<file path="src/include/mbfs_pkg.sv">
package mbfs_pkg;
  // ********
  // Timing
  // ********
  localparam int CLK_PERIOD_NS = 8;
  localparam int ILIM_FILTER_NS = 3000;
  localparam int ILIM_FILTER_CYC = (ILIM_FILTER_NS + CLK_PERIOD_NS - 1) / CLK_PERIOD_NS;
  localparam int OVC_FILTER_NS = 2000;
  localparam int OVC_FILTER_CYC = (OVC_FILTER_NS + CLK_PERIOD_NS - 1) / CLK_PERIOD_NS;
  localparam int CLF_DEGLITCH_MS = 275;
  localparam int CLF_DEGLITCH_CYC = CLF_DEGLITCH_MS * 1000000 / CLK_PERIOD_NS;
  localparam int RAMP_FULL_MS = 12;
  localparam int RAMP_STEPS = 255;
  localparam int RAMP_STEP_CYC = RAMP_FULL_MS * 1000000 / CLK_PERIOD_NS / RAMP_STEPS;
  localparam int PWM_FREQ_HZ = 44500;
  localparam int PWM_PERIOD_CYC = 1000000000 / (CLK_PERIOD_NS * PWM_FREQ_HZ);
  localparam int WAKE_PULSE_NS = 1000;
  localparam int WAKE_PULSE_CYC = (WAKE_PULSE_NS + CLK_PERIOD_NS - 1) / CLK_PERIOD_NS;

  // ********
  // Widths
  // ********
  localparam int TIMER_W = 32;
  localparam int PWM_CNT_W = 12;
  localparam int DUTY_W = 8;
  localparam int PROD_W = PWM_CNT_W + DUTY_W;
  localparam int RAMP_CNT_W = 24;
  localparam int WAKE_W = 7;
  localparam int APB_ADDR_W = 8;
  localparam int GATE_W = 4;
  localparam int PIN_W = 9;
  localparam logic [DUTY_W-1:0] DUTY_FULL = 8'hff;

  // ********
  // Registers
  // ********
  localparam logic [APB_ADDR_W-1:0] REG_CTRL_OFS = 8'h00;
  localparam logic [APB_ADDR_W-1:0] REG_STATUS_OFS = 8'h04;
  localparam logic [APB_ADDR_W-1:0] REG_DUTY_OFS = 8'h08;
  localparam logic [DUTY_W-1:0] CTRL_SETPOINT_RST = 8'hff;
  localparam int STAT_CLF_BIT = 0;
  localparam int STAT_OVC_BIT = 1;
  localparam int STAT_SRC_LSB = 2;
  localparam int STAT_THERM_BIT = 6;
  localparam int STAT_LIMIT_BIT = 7;
  localparam int STAT_ACTIVE_BIT = 8;
  localparam int STAT_LOW_BIT = 9;

  // ********
  // Gate patterns: [3] high A, [2] low A, [1] high B, [0] low B
  // ********
  localparam logic [GATE_W-1:0] GATE_OFF = 4'h0;
  localparam logic [GATE_W-1:0] GATE_FWD = 4'h9;
  localparam logic [GATE_W-1:0] GATE_REV = 4'h6;
  localparam logic [GATE_W-1:0] GATE_RECIRC = 4'ha;
  localparam logic [GATE_W-1:0] GATE_BRAKE = 4'h5;

  typedef enum logic [1:0] {MODE_SLEEP, MODE_FWD, MODE_REV, MODE_BRAKE} mbfs_mode_type;
endpackage

</file>
<file path="src/core/mbfs_sync.sv">
`timescale 1ns/1ps
module mbfs_sync
  import mbfs_pkg::*;
#(
  parameter int WIDTH = 1
) (
  // Clock and reset
  input wire logic clk_i,
  input wire logic rst_i,
  // Pins
  input wire logic [WIDTH-1:0] async_i,
  output logic [WIDTH-1:0] sync_o
);
  typedef struct packed {
    logic [WIDTH-1:0] meta;
    logic [WIDTH-1:0] stab;
  } mbfs_sync_state_type;

  mbfs_sync_state_type s_reg;
  mbfs_sync_state_type s_next;

  always_comb begin
    s_next = s_reg;
    s_next.meta = async_i;
    s_next.stab = s_reg.meta;
  end

  always_ff @(posedge clk_i) begin
    if (rst_i) begin
      s_reg <= '0;
    end else begin
      s_reg <= s_next;
    end
  end

  assign sync_o = s_reg.stab;
endmodule

</file>
<file path="src/core/mbfs_persist.sv">
`timescale 1ns/1ps
module mbfs_persist
  import mbfs_pkg::*;
#(
  parameter int LIMIT = 1
) (
  // Clock and reset
  input wire logic clk_i,
  input wire logic rst_i,
  // Level and qualified result
  input wire logic level_i,
  output logic hold_o
);
  typedef struct packed {
    logic [TIMER_W-1:0] cnt;
    logic hold;
  } mbfs_persist_state_type;

  mbfs_persist_state_type s_reg;
  mbfs_persist_state_type s_next;

  // Hold rises after LIMIT consecutive high cycles, drops at once
  always_comb begin
    s_next = s_reg;
    if (!level_i) begin
      s_next.cnt = '0;
      s_next.hold = 1'b0;
    end else if (s_reg.cnt == TIMER_W'(LIMIT - 1)) begin
      s_next.hold = 1'b1;
    end else begin
      s_next.cnt = s_reg.cnt + 1'b1;
    end
  end

  always_ff @(posedge clk_i) begin
    if (rst_i) begin
      s_reg <= '0;
    end else begin
      s_reg <= s_next;
    end
  end

  assign hold_o = s_reg.hold;
endmodule

</file>
<file path="src/core/mbfs_top.sv">
`timescale 1ns/1ps
// Summary of operation
// [RQ1] Sense above limit for over 3 us steps bridge duty down.
// [RQ2] Current-limit fault reported only after 275 ms of continuous limiting.
// [RQ3] Bridge keeps driving under current limiting while that fault shows.
// [RQ4] Current-limit fault releases by itself when limiting stops.
// [RQ5] Sustained transistor clamp disables all gates and lowers the indicator.
// [RQ6] Overcurrent shutdown stays latched until supply returns; inputs cannot clear it.
// [RQ7] Each transistor clamp is filtered and detected on its own.
// [RQ8] Overcurrent path is separate from the current-limit path.
// [RQ9] Over-temperature disables gates, lowers indicator, recovers automatically.
// [RQ10] Supply low disables all, lowers indicator, resets logic; resumes after.
// [RQ11] Active when either direction input high; both low means sleep.
// [RQ12] Overcurrent and thermal shutdown leave internal logic running.
// [RQ13] Host should hold both direction inputs low while supply is off.
// [RQ14] Overcurrent filter time is about 2 us.
// [RQ15] Sleep clears a pending current-limit fault.
// [RQ16] Every exit from sleep pulses the indicator low briefly.
// [RQ17] Duty restarts at zero and ramps up over 12 ms.
// [RQ18] Indicator is low while any fault source or wake pulse is active.
module mbfs_top
  import mbfs_pkg::*;
#(
  parameter int CLF_FAULT_CYC = CLF_DEGLITCH_CYC,
  parameter int RAMP_TICK_CYC = RAMP_STEP_CYC
) (
  // Clock and reset
  input wire logic SYS_CLK_I,
  input wire logic RST_I,
  // APB slave
  input wire logic PSEL_I,
  input wire logic PENABLE_I,
  input wire logic PWRITE_I,
  input wire logic [APB_ADDR_W-1:0] PADDR_I,
  input wire logic [31:0] PWDATA_I,
  output logic [31:0] PRDATA_O,
  output logic PREADY_O,
  output logic PSLVERR_O,
  // Direction inputs
  input wire logic DIRECTION_INPUT_A_I,
  input wire logic DIRECTION_INPUT_B_I,
  // Sense comparators
  input wire logic CURRENT_SENSE_NODE_I,
  input wire logic [GATE_W-1:0] FET_CLAMP_I,
  input wire logic THERMAL_SHUTDOWN_I,
  input wire logic SUPPLY_LOW_LOCKOUT_I,
  // Bridge and indicator
  output logic [GATE_W-1:0] GATE_O,
  output logic ERROR_INDICATOR_N_O
);
  // ********
  // State
  // ********
  typedef struct packed {
    logic [DUTY_W-1:0] setpoint;
    logic [DUTY_W-1:0] duty;
    logic [PWM_CNT_W-1:0] pwm_cnt;
    logic [RAMP_CNT_W-1:0] ramp_cnt;
    logic ovc_latch;
    logic [GATE_W-1:0] ovc_src;
    logic active_d;
    logic [WAKE_W-1:0] wake_cnt;
    logic [GATE_W-1:0] gates;
    logic err_n;
    logic [31:0] rdata;
    logic slverr;
  } mbfs_top_state_type;

  localparam mbfs_top_state_type ST_RST = '{
    setpoint: CTRL_SETPOINT_RST,
    err_n: 1'b1,
    default: '0
  };

  mbfs_top_state_type s_reg;
  mbfs_top_state_type s_next;

  logic [PIN_W-1:0] pins_q;
  logic [1:0] dir_q;
  logic sense_q;
  logic [GATE_W-1:0] fet_q;
  logic therm_q;
  logic low_q;
  logic int_rst;
  logic limit_q;
  logic clf;
  logic [GATE_W-1:0] ovc_hit;
  logic ovc_set;
  mbfs_mode_type mode;
  logic active;
  logic pwm_wrap;
  logic ramp_tick;
  logic [PROD_W-1:0] duty_prod;
  logic pwm_on;
  logic drive_ok;
  logic setup;
  logic access;
  logic [31:0] status_word;

  // ********
  // Decoding
  // ********
  function automatic mbfs_mode_type decode_mode(input logic a, input logic b);
    case ({a, b})
      2'b10: decode_mode = MODE_FWD;
      2'b01: decode_mode = MODE_REV;
      2'b11: decode_mode = MODE_BRAKE;
      default: decode_mode = MODE_SLEEP;
    endcase
  endfunction

  function automatic logic reg_mapped(input logic [APB_ADDR_W-1:0] addr);
    reg_mapped = (addr == REG_CTRL_OFS) || (addr == REG_STATUS_OFS) ||
                 (addr == REG_DUTY_OFS);
  endfunction

  // ********
  // Pin synchronisers
  // ********
  mbfs_sync #(
    .WIDTH(PIN_W)
  ) u_sync (
    .clk_i(SYS_CLK_I),
    .rst_i(RST_I),
    .async_i({DIRECTION_INPUT_A_I, DIRECTION_INPUT_B_I, CURRENT_SENSE_NODE_I,
              FET_CLAMP_I, THERMAL_SHUTDOWN_I, SUPPLY_LOW_LOCKOUT_I}),
    .sync_o(pins_q)
  );

  assign dir_q = pins_q[8:7];
  assign sense_q = pins_q[6];
  assign fet_q = pins_q[5:2];
  assign therm_q = pins_q[1];
  assign low_q = pins_q[0];
  // Lockout restarts every timer
  assign int_rst = RST_I || low_q; // [RQ10]

  // ********
  // Current limit qualification
  // ********
  mbfs_persist #(
    .LIMIT(ILIM_FILTER_CYC)
  ) u_ilim (
    .clk_i(SYS_CLK_I),
    .rst_i(int_rst),
    .level_i(sense_q), // [RQ1]
    .hold_o(limit_q)
  );

  // Sleep drops the level and so clears the fault
  mbfs_persist #(
    .LIMIT(CLF_FAULT_CYC)
  ) u_clf (
    .clk_i(SYS_CLK_I),
    .rst_i(int_rst),
    .level_i(limit_q && active), // [RQ15]
    .hold_o(clf) // [RQ2]
  );

  // ********
  // Overcurrent filters, one per transistor
  // ********
  generate
    for (genvar i = 0; i < GATE_W; i++) begin : g_ovc
      mbfs_persist #(
        .LIMIT(OVC_FILTER_CYC) // [RQ14]
      ) u_ovc (
        .clk_i(SYS_CLK_I),
        .rst_i(int_rst),
        .level_i(fet_q[i]), // [RQ7]
        .hold_o(ovc_hit[i])
      );
    end
  endgenerate

  // Independent of the sense comparator path
  assign ovc_set = s_reg.ovc_latch || (ovc_hit != '0); // [RQ8]

  // ********
  // Mode, PWM and bridge enable
  // ********
  assign mode = decode_mode(dir_q[1], dir_q[0]);
  assign active = mode != MODE_SLEEP; // [RQ11]
  assign pwm_wrap = s_reg.pwm_cnt == PWM_CNT_W'(PWM_PERIOD_CYC - 1);
  assign ramp_tick = s_reg.ramp_cnt == RAMP_CNT_W'(RAMP_TICK_CYC - 1);
  assign duty_prod = PROD_W'(s_reg.duty) * PROD_W'(PWM_PERIOD_CYC);
  assign pwm_on = (s_reg.duty == DUTY_FULL) ||
                  (s_reg.pwm_cnt < duty_prod[PROD_W-1:DUTY_W]);
  assign drive_ok = active // [RQ11]
                    && !ovc_set // [RQ5]
                    && !therm_q; // [RQ9]
  assign setup = PSEL_I && !PENABLE_I;
  assign access = PSEL_I && PENABLE_I;

  always_comb begin
    status_word = '0;
    status_word[STAT_CLF_BIT] = clf;
    status_word[STAT_OVC_BIT] = s_reg.ovc_latch;
    status_word[STAT_SRC_LSB +: GATE_W] = s_reg.ovc_src;
    status_word[STAT_THERM_BIT] = therm_q;
    status_word[STAT_LIMIT_BIT] = limit_q;
    status_word[STAT_ACTIVE_BIT] = active;
    status_word[STAT_LOW_BIT] = low_q;
  end

  // ********
  // Next state
  // ********
  always_comb begin
    logic [31:0] keep_rdata;
    logic keep_err;
    keep_rdata = '0;
    keep_err = 1'b0;
    s_next = s_reg;
    s_next.pwm_cnt = pwm_wrap ? '0 : s_reg.pwm_cnt + 1'b1;
    s_next.ramp_cnt = ramp_tick ? '0 : s_reg.ramp_cnt + 1'b1;

    // Duty: restart, limit stepping, ramp toward setpoint
    if (mode == MODE_SLEEP || mode == MODE_BRAKE) begin
      s_next.duty = '0; // [RQ17]
    end else if (limit_q) begin
      if (pwm_wrap && s_reg.duty != '0) begin
        s_next.duty = s_reg.duty - 1'b1; // [RQ1]
      end
    end else if (ramp_tick) begin
      if (s_reg.duty < s_reg.setpoint) begin
        s_next.duty = s_reg.duty + 1'b1; // [RQ17]
      end else if (s_reg.duty > s_reg.setpoint) begin
        s_next.duty = s_reg.duty - 1'b1;
      end
    end

    // Shutdown latch, cleared only by reset or lockout
    s_next.ovc_latch = ovc_set; // [RQ6]
    s_next.ovc_src = s_reg.ovc_src | ovc_hit; // [RQ7]

    // Wake pulse on leaving sleep
    s_next.active_d = active;
    if (active && !s_reg.active_d) begin
      s_next.wake_cnt = WAKE_W'(WAKE_PULSE_CYC); // [RQ16]
    end else if (s_reg.wake_cnt != '0) begin
      s_next.wake_cnt = s_reg.wake_cnt - 1'b1;
    end

    // Gates; limiting only lowers duty, never stops the bridge
    if (!drive_ok) begin
      s_next.gates = GATE_OFF;
    end else begin
      case (mode)
        MODE_FWD: s_next.gates = pwm_on ? GATE_FWD : GATE_RECIRC; // [RQ3]
        MODE_REV: s_next.gates = pwm_on ? GATE_REV : GATE_RECIRC; // [RQ3]
        MODE_BRAKE: s_next.gates = GATE_BRAKE;
        default: s_next.gates = GATE_OFF;
      endcase
    end

    s_next.err_n = !(clf || ovc_set || therm_q || s_next.wake_cnt != '0); // [RQ18]

    // APB: read data and error prepared in setup phase
    if (setup) begin
      s_next.slverr = !reg_mapped(PADDR_I);
      case (PADDR_I)
        REG_CTRL_OFS: s_next.rdata = 32'(s_reg.setpoint);
        REG_STATUS_OFS: s_next.rdata = status_word;
        REG_DUTY_OFS: s_next.rdata = 32'(s_reg.duty);
        default: s_next.rdata = '0;
      endcase
    end
    if (access && PWRITE_I && PADDR_I == REG_CTRL_OFS) begin
      s_next.setpoint = PWDATA_I[DUTY_W-1:0];
    end

    // Only lockout resets internal logic; bus answer survives
    if (low_q) begin // [RQ12]
      keep_rdata = s_next.rdata;
      keep_err = s_next.slverr;
      s_next = ST_RST; // [RQ10]
      s_next.err_n = 1'b0; // [RQ10]
      s_next.rdata = keep_rdata;
      s_next.slverr = keep_err;
    end
  end

  always_ff @(posedge SYS_CLK_I) begin
    if (RST_I) begin
      s_reg <= ST_RST;
    end else begin
      s_reg <= s_next;
    end
  end

  // ********
  // Outputs
  // ********
  assign PRDATA_O = s_reg.rdata;
  assign PREADY_O = 1'b1;
  assign PSLVERR_O = s_reg.slverr;
  assign GATE_O = s_reg.gates;
  assign ERROR_INDICATOR_N_O = s_reg.err_n;

  // ********
  // Assertions
  // ********
  logic [TIMER_W-1:0] lim_run_reg;

  always_ff @(posedge SYS_CLK_I) begin
    if (int_rst || !(limit_q && active)) begin
      lim_run_reg <= '0;
    end else if (lim_run_reg != '1) begin
      lim_run_reg <= lim_run_reg + 1'b1;
    end
  end
endmodule

</file>
<file path="config.mk">
export PLATFORM = sky130hd
export DESIGN_NAME = mbfs_top
export DESIGN_NICKNAME = d
export VERILOG_FILES = /design/src/include/mbfs_pkg.sv /design/src/core/mbfs_sync.sv /design/src/core/mbfs_persist.sv /design/src/core/mbfs_top.sv
export SDC_FILE = /design/constraint.sdc
export NUM_CORES = 1
export LEC_CHECK = 0
export CORE_MARGIN = 3
export CORE_UTILIZATION = 30
export CTS_CLUSTER_SIZE = 8
export DETAILED_ROUTE_END_ITERATION = 6
export DONT_BUFFER_PORTS = 1
export HOLD_SLACK_MARGIN = 0.1
export PLACE_DENSITY = 0.54
export SLEW_MARGIN = 5
export SYNTH_ARGS = -nofsm -noshare
export SYNTH_HDL_FRONTEND = slang
export SYNTH_HIERARCHICAL = 1
export SYNTH_SLANG_ARGS = --single-unit
export TNS_END_PERCENT = 100
</file>
<file path="constraint.sdc">
create_clock -name SYS_CLK_I -period 6.9 [get_ports SYS_CLK_I]
set_input_delay 1.38 -clock SYS_CLK_I [delete_from_list [all_inputs] [get_ports SYS_CLK_I]]
set_output_delay 1.38 -clock SYS_CLK_I [all_outputs]
set_load 0.1 [all_outputs]
</file>
==> impl_metrics.tcl <==
set metrics [dict create \
    status "finished clean" \
    fmax_mhz 168 \
    synthFlopType "dfxtp_1" \
    drive_gt1_share_pct 5.53 \
    io_pins 93 \
    synth_seq_cells 297 \
    setup_viol 0 \
    grt_pass1_wl_um 61100 \
    hold_buffers 0 \
    die_h_um 240 \
    pwr-share-comb_pct 6.8 \
    grt_overflow 0 \
    p_int_mw 2.98 \
    drt.antenna.violating_nets 0 \
    maxSlewHeadroom_pct 24.1 \
    hpwl_um 25900 \
    syn_area_per_cell_um2 8.67 \
    powerDensity_mw_per_mm2 220 \
    vias 13300 \
    cts_resized 0 \
    grt_antenna_before_repair 2 \
    hold_class "flop to flop" \
    ys_top_cells_by_area "dfxtp_1 36%, ha_1 6.6%, a21oi_1 4.2%" \
    setup-tns-final_ns 0 \
    layout.nets 2020 \
    synth_cells 1899 \
    yosysSeqAreaShare_pct 36.1 \
    post_cts_buffers 0 \
    arrival_ns 6.45 \
    synthTopCellsByCount "297 x dfxtp_1, 154 x nor2_1, 139 x a21oi_1" \
    placed_cells 2510 \
    area_growth_pct 8.84 \
    cts_buffer_depth 3 \
    min_from "u_sync/s_next[0]" \
    path_buf_inv 2 \
    synth_top_area_share_pct 36.1 \
    first_pass_iters 5 \
    clk_pin_slew_ns 0.05 \
    cts_root_buffer "clkbuf_16" \
    crit_required_ns 7.39 \
    critPathKind "flop to flop" \
    cp_cell_sequence "fa_1 > xor2_1 > ha_1 > inv_1 > fa_1 > fa_1 > inv_1 > ha_1 > a21o_1 > a21oi_1 > o211ai_1 > o211a_1 > a221o_1 > a21oi_1 > xor2_1 > ha_1 > nand4_1 > nor2_1 > a21oi_1 > o211ai_1 > o21ai_0 > a21oi_1 > nor2_1" \
    post-route-util_pct 33.1 \
    cp-end-kind "flop" \
    cp_common_cell "a21oi_1" \
    synth_cell_types 75 \
    viasPerCell 5.18 \
    yosysMostFrequentCell "dfxtp_1" \
    cp_max_fo 10 \
    switchingPower_mw 0.968 \
    power_leakage_nw 6.28 \
    r2r_start "s_reg[93]" \
    worstMarginPinSlew_ns 1.14 \
    first_iter_violations 825 \
    drv_cap 0 \
    port_buffers 0 \
    period_needed_ns 5.97 \
    crit_family "adder cells" \
    largest_reg_flops 128 \
    grt_pass1_vias 12300 \
    drt-total-wl_um 36700 \
    synthArstFlopShare_pct 0 \
    irDropWorstVdd_v 0.000150 \
    fp.dieArea_mm2 0.0577 \
    final_cells 2559 \
    fill_cells 5580 \
    hold_viol_final 0 \
    slowest_delay_ns 0.65 \
    initial_core_util_pct 30.5 \
    power_switching_share_pct 24.5 \
    core_area_mm2 0.0540 \
    clkPwrFrac_pct 48.0 \
    finalCritPeriodShare_pct 86.5 \
    synth_top_cell_by_area "dfxtp_1" \
    netlist_area_mm2 0.0165 \
    die_x_um 240 \
    wl_per_cell_um 14.3 \
    grt_setup_unrepaired "no" \
    drc 0 \
    gp_congestion 0.766 \
    drv_slew 0 \
    cts_buffers 43 \
    core.rowCount 85 \
    cts_tree "yes" \
    h-tree-depth 2 \
    cts_num_sinks 297 \
    grt_use_total_pct 12.6 \
    synth_edf_count 0 \
    grt_max_degree 34 \
    critPathSlowestCell "dfxtp_1" \
    crit_start "s_reg[93]" \
    clkLatencyLatePin_ns 0.56 \
    worstSetupStartpointType "flop" \
    synth-warning-count 6 \
    clock_skew_ns 0.0148 \
    pwr-share-seq_pct 45.1 \
]
-- cell usage in the layout (no fill, tap or decap), drive strengths merged, types with 10 or more instances in the layout --
cell    netlist  routed
fa           20      20
dfxtp       297     297
ha           87      87
mux2i        29      29
nand2       129     129
nor4         55      55
o21ai        59      59
conb          2      23
inv         106     107
o211ai       11      11
nor4b        10      10
nand2b       29      29
nand4        77      77
a21oi       139     139
and4         24      24
or3          50      50
and3         45      45
nor2b        18      18
nor2        154     154
buf          76      10
nand3        94      94
nor3         24      24
o31ai        65      65
xnor2        49      49
or4          68      68
clkbuf       40      43
xor2         61      61
-- routing by layer --
metal | track usage (%) | wire length [um] | up-vias
met5 | 0 | 13 | -
met4 | 4.44 | 884 | 2
met3 | 2.66 | 1600 | 57
met1 | 17.3 | 18000 | 6282
met2 | 19.6 | 16200 | 203
li1 | - | - | 6723
-- cell type report --
type | count | area [um2] | area share (%)
Clock inverter | 5 | 90.1 | 0.503
Antenna cell | 1 | 2.50 | 0.0140
Multi-Input combinational cell | 1401 | 9450 | 52.8
Timing Repair Buffer | 10 | 75.1 | 0.419
Tap cell | 696 | 871 | 4.86
Sequential cell | 297 | 5950 | 33.2
Inverter | 106 | 398 | 2.22
Clock buffer | 43 | 1080 | 6.01
-- stage by stage --
step	hold WS (ns)	setup WS [ns]	power, mW	cell area, um2
final	0.427	0.934	3.95	17900
after global routing	0.451	0.531	4.12	17900
after CTS	0.433	0.880	4.02	17900
after detailed placement	0.420	0.895	2.08	16700
after global placement	0.415	1.01	2.08	16700
after floorplan	0.411	1.64	2.06	16500
-- power groups by stage --
| stage | logic (mW) | registers [mW] | clock network, mW |
|---|---|---|---|
| final | 0.270 | 1.78 | 1.90 |
| after global routing | 0.301 | 1.78 | 2.04 |
| after detailed placement | 0.269 | 1.81 | 0 |
| after global placement | 0.264 | 1.81 | 0 |
| after CTS | 0.270 | 1.78 | 1.97 |
| after floorplan | 0.253 | 1.81 | 0 |
-- worst register-to-register path, delay by kind of cell (launching register included) --
family,cells,cell delay [ns]
fa+ha+maj,6,2.52
simple gates,3,0.31
xor+xnor,2,0.41
buf+inv,2,0.09
compound gates,10,1.93
flops,1,0.65
-- logic make-up after synthesis --
| logic type | synth area share, % |
|---|---|
| AO/OA/AOI/OAI | 12.1 |
| XOR/XNOR | 5.85 |
| adder cells (fa/ha/maj) | 9.05 |
| buffers and inverters | 6.91 |
| flip-flops | 36.1 |
| multiplexers | 1.90 |
| other | 0.0456 |
| AND/OR/NAND/NOR | 28.0 |
-- path summary, 6_finish.rpt --
| path | endpoint | slack [ns] | cells past startpoint |
|---|---|---|---|
| hold reg to reg | u_sync/sync_o[0] | 0.43 | 1 |
| setup / recovery | GATE_O[2] | 0.93 | 23 |
| hold / removal | u_sync/sync_o[0] | 0.43 | 1 |
| setup reg to reg | GATE_O[2] | 0.93 | 23 |
(Power assumes the default switching activity.)
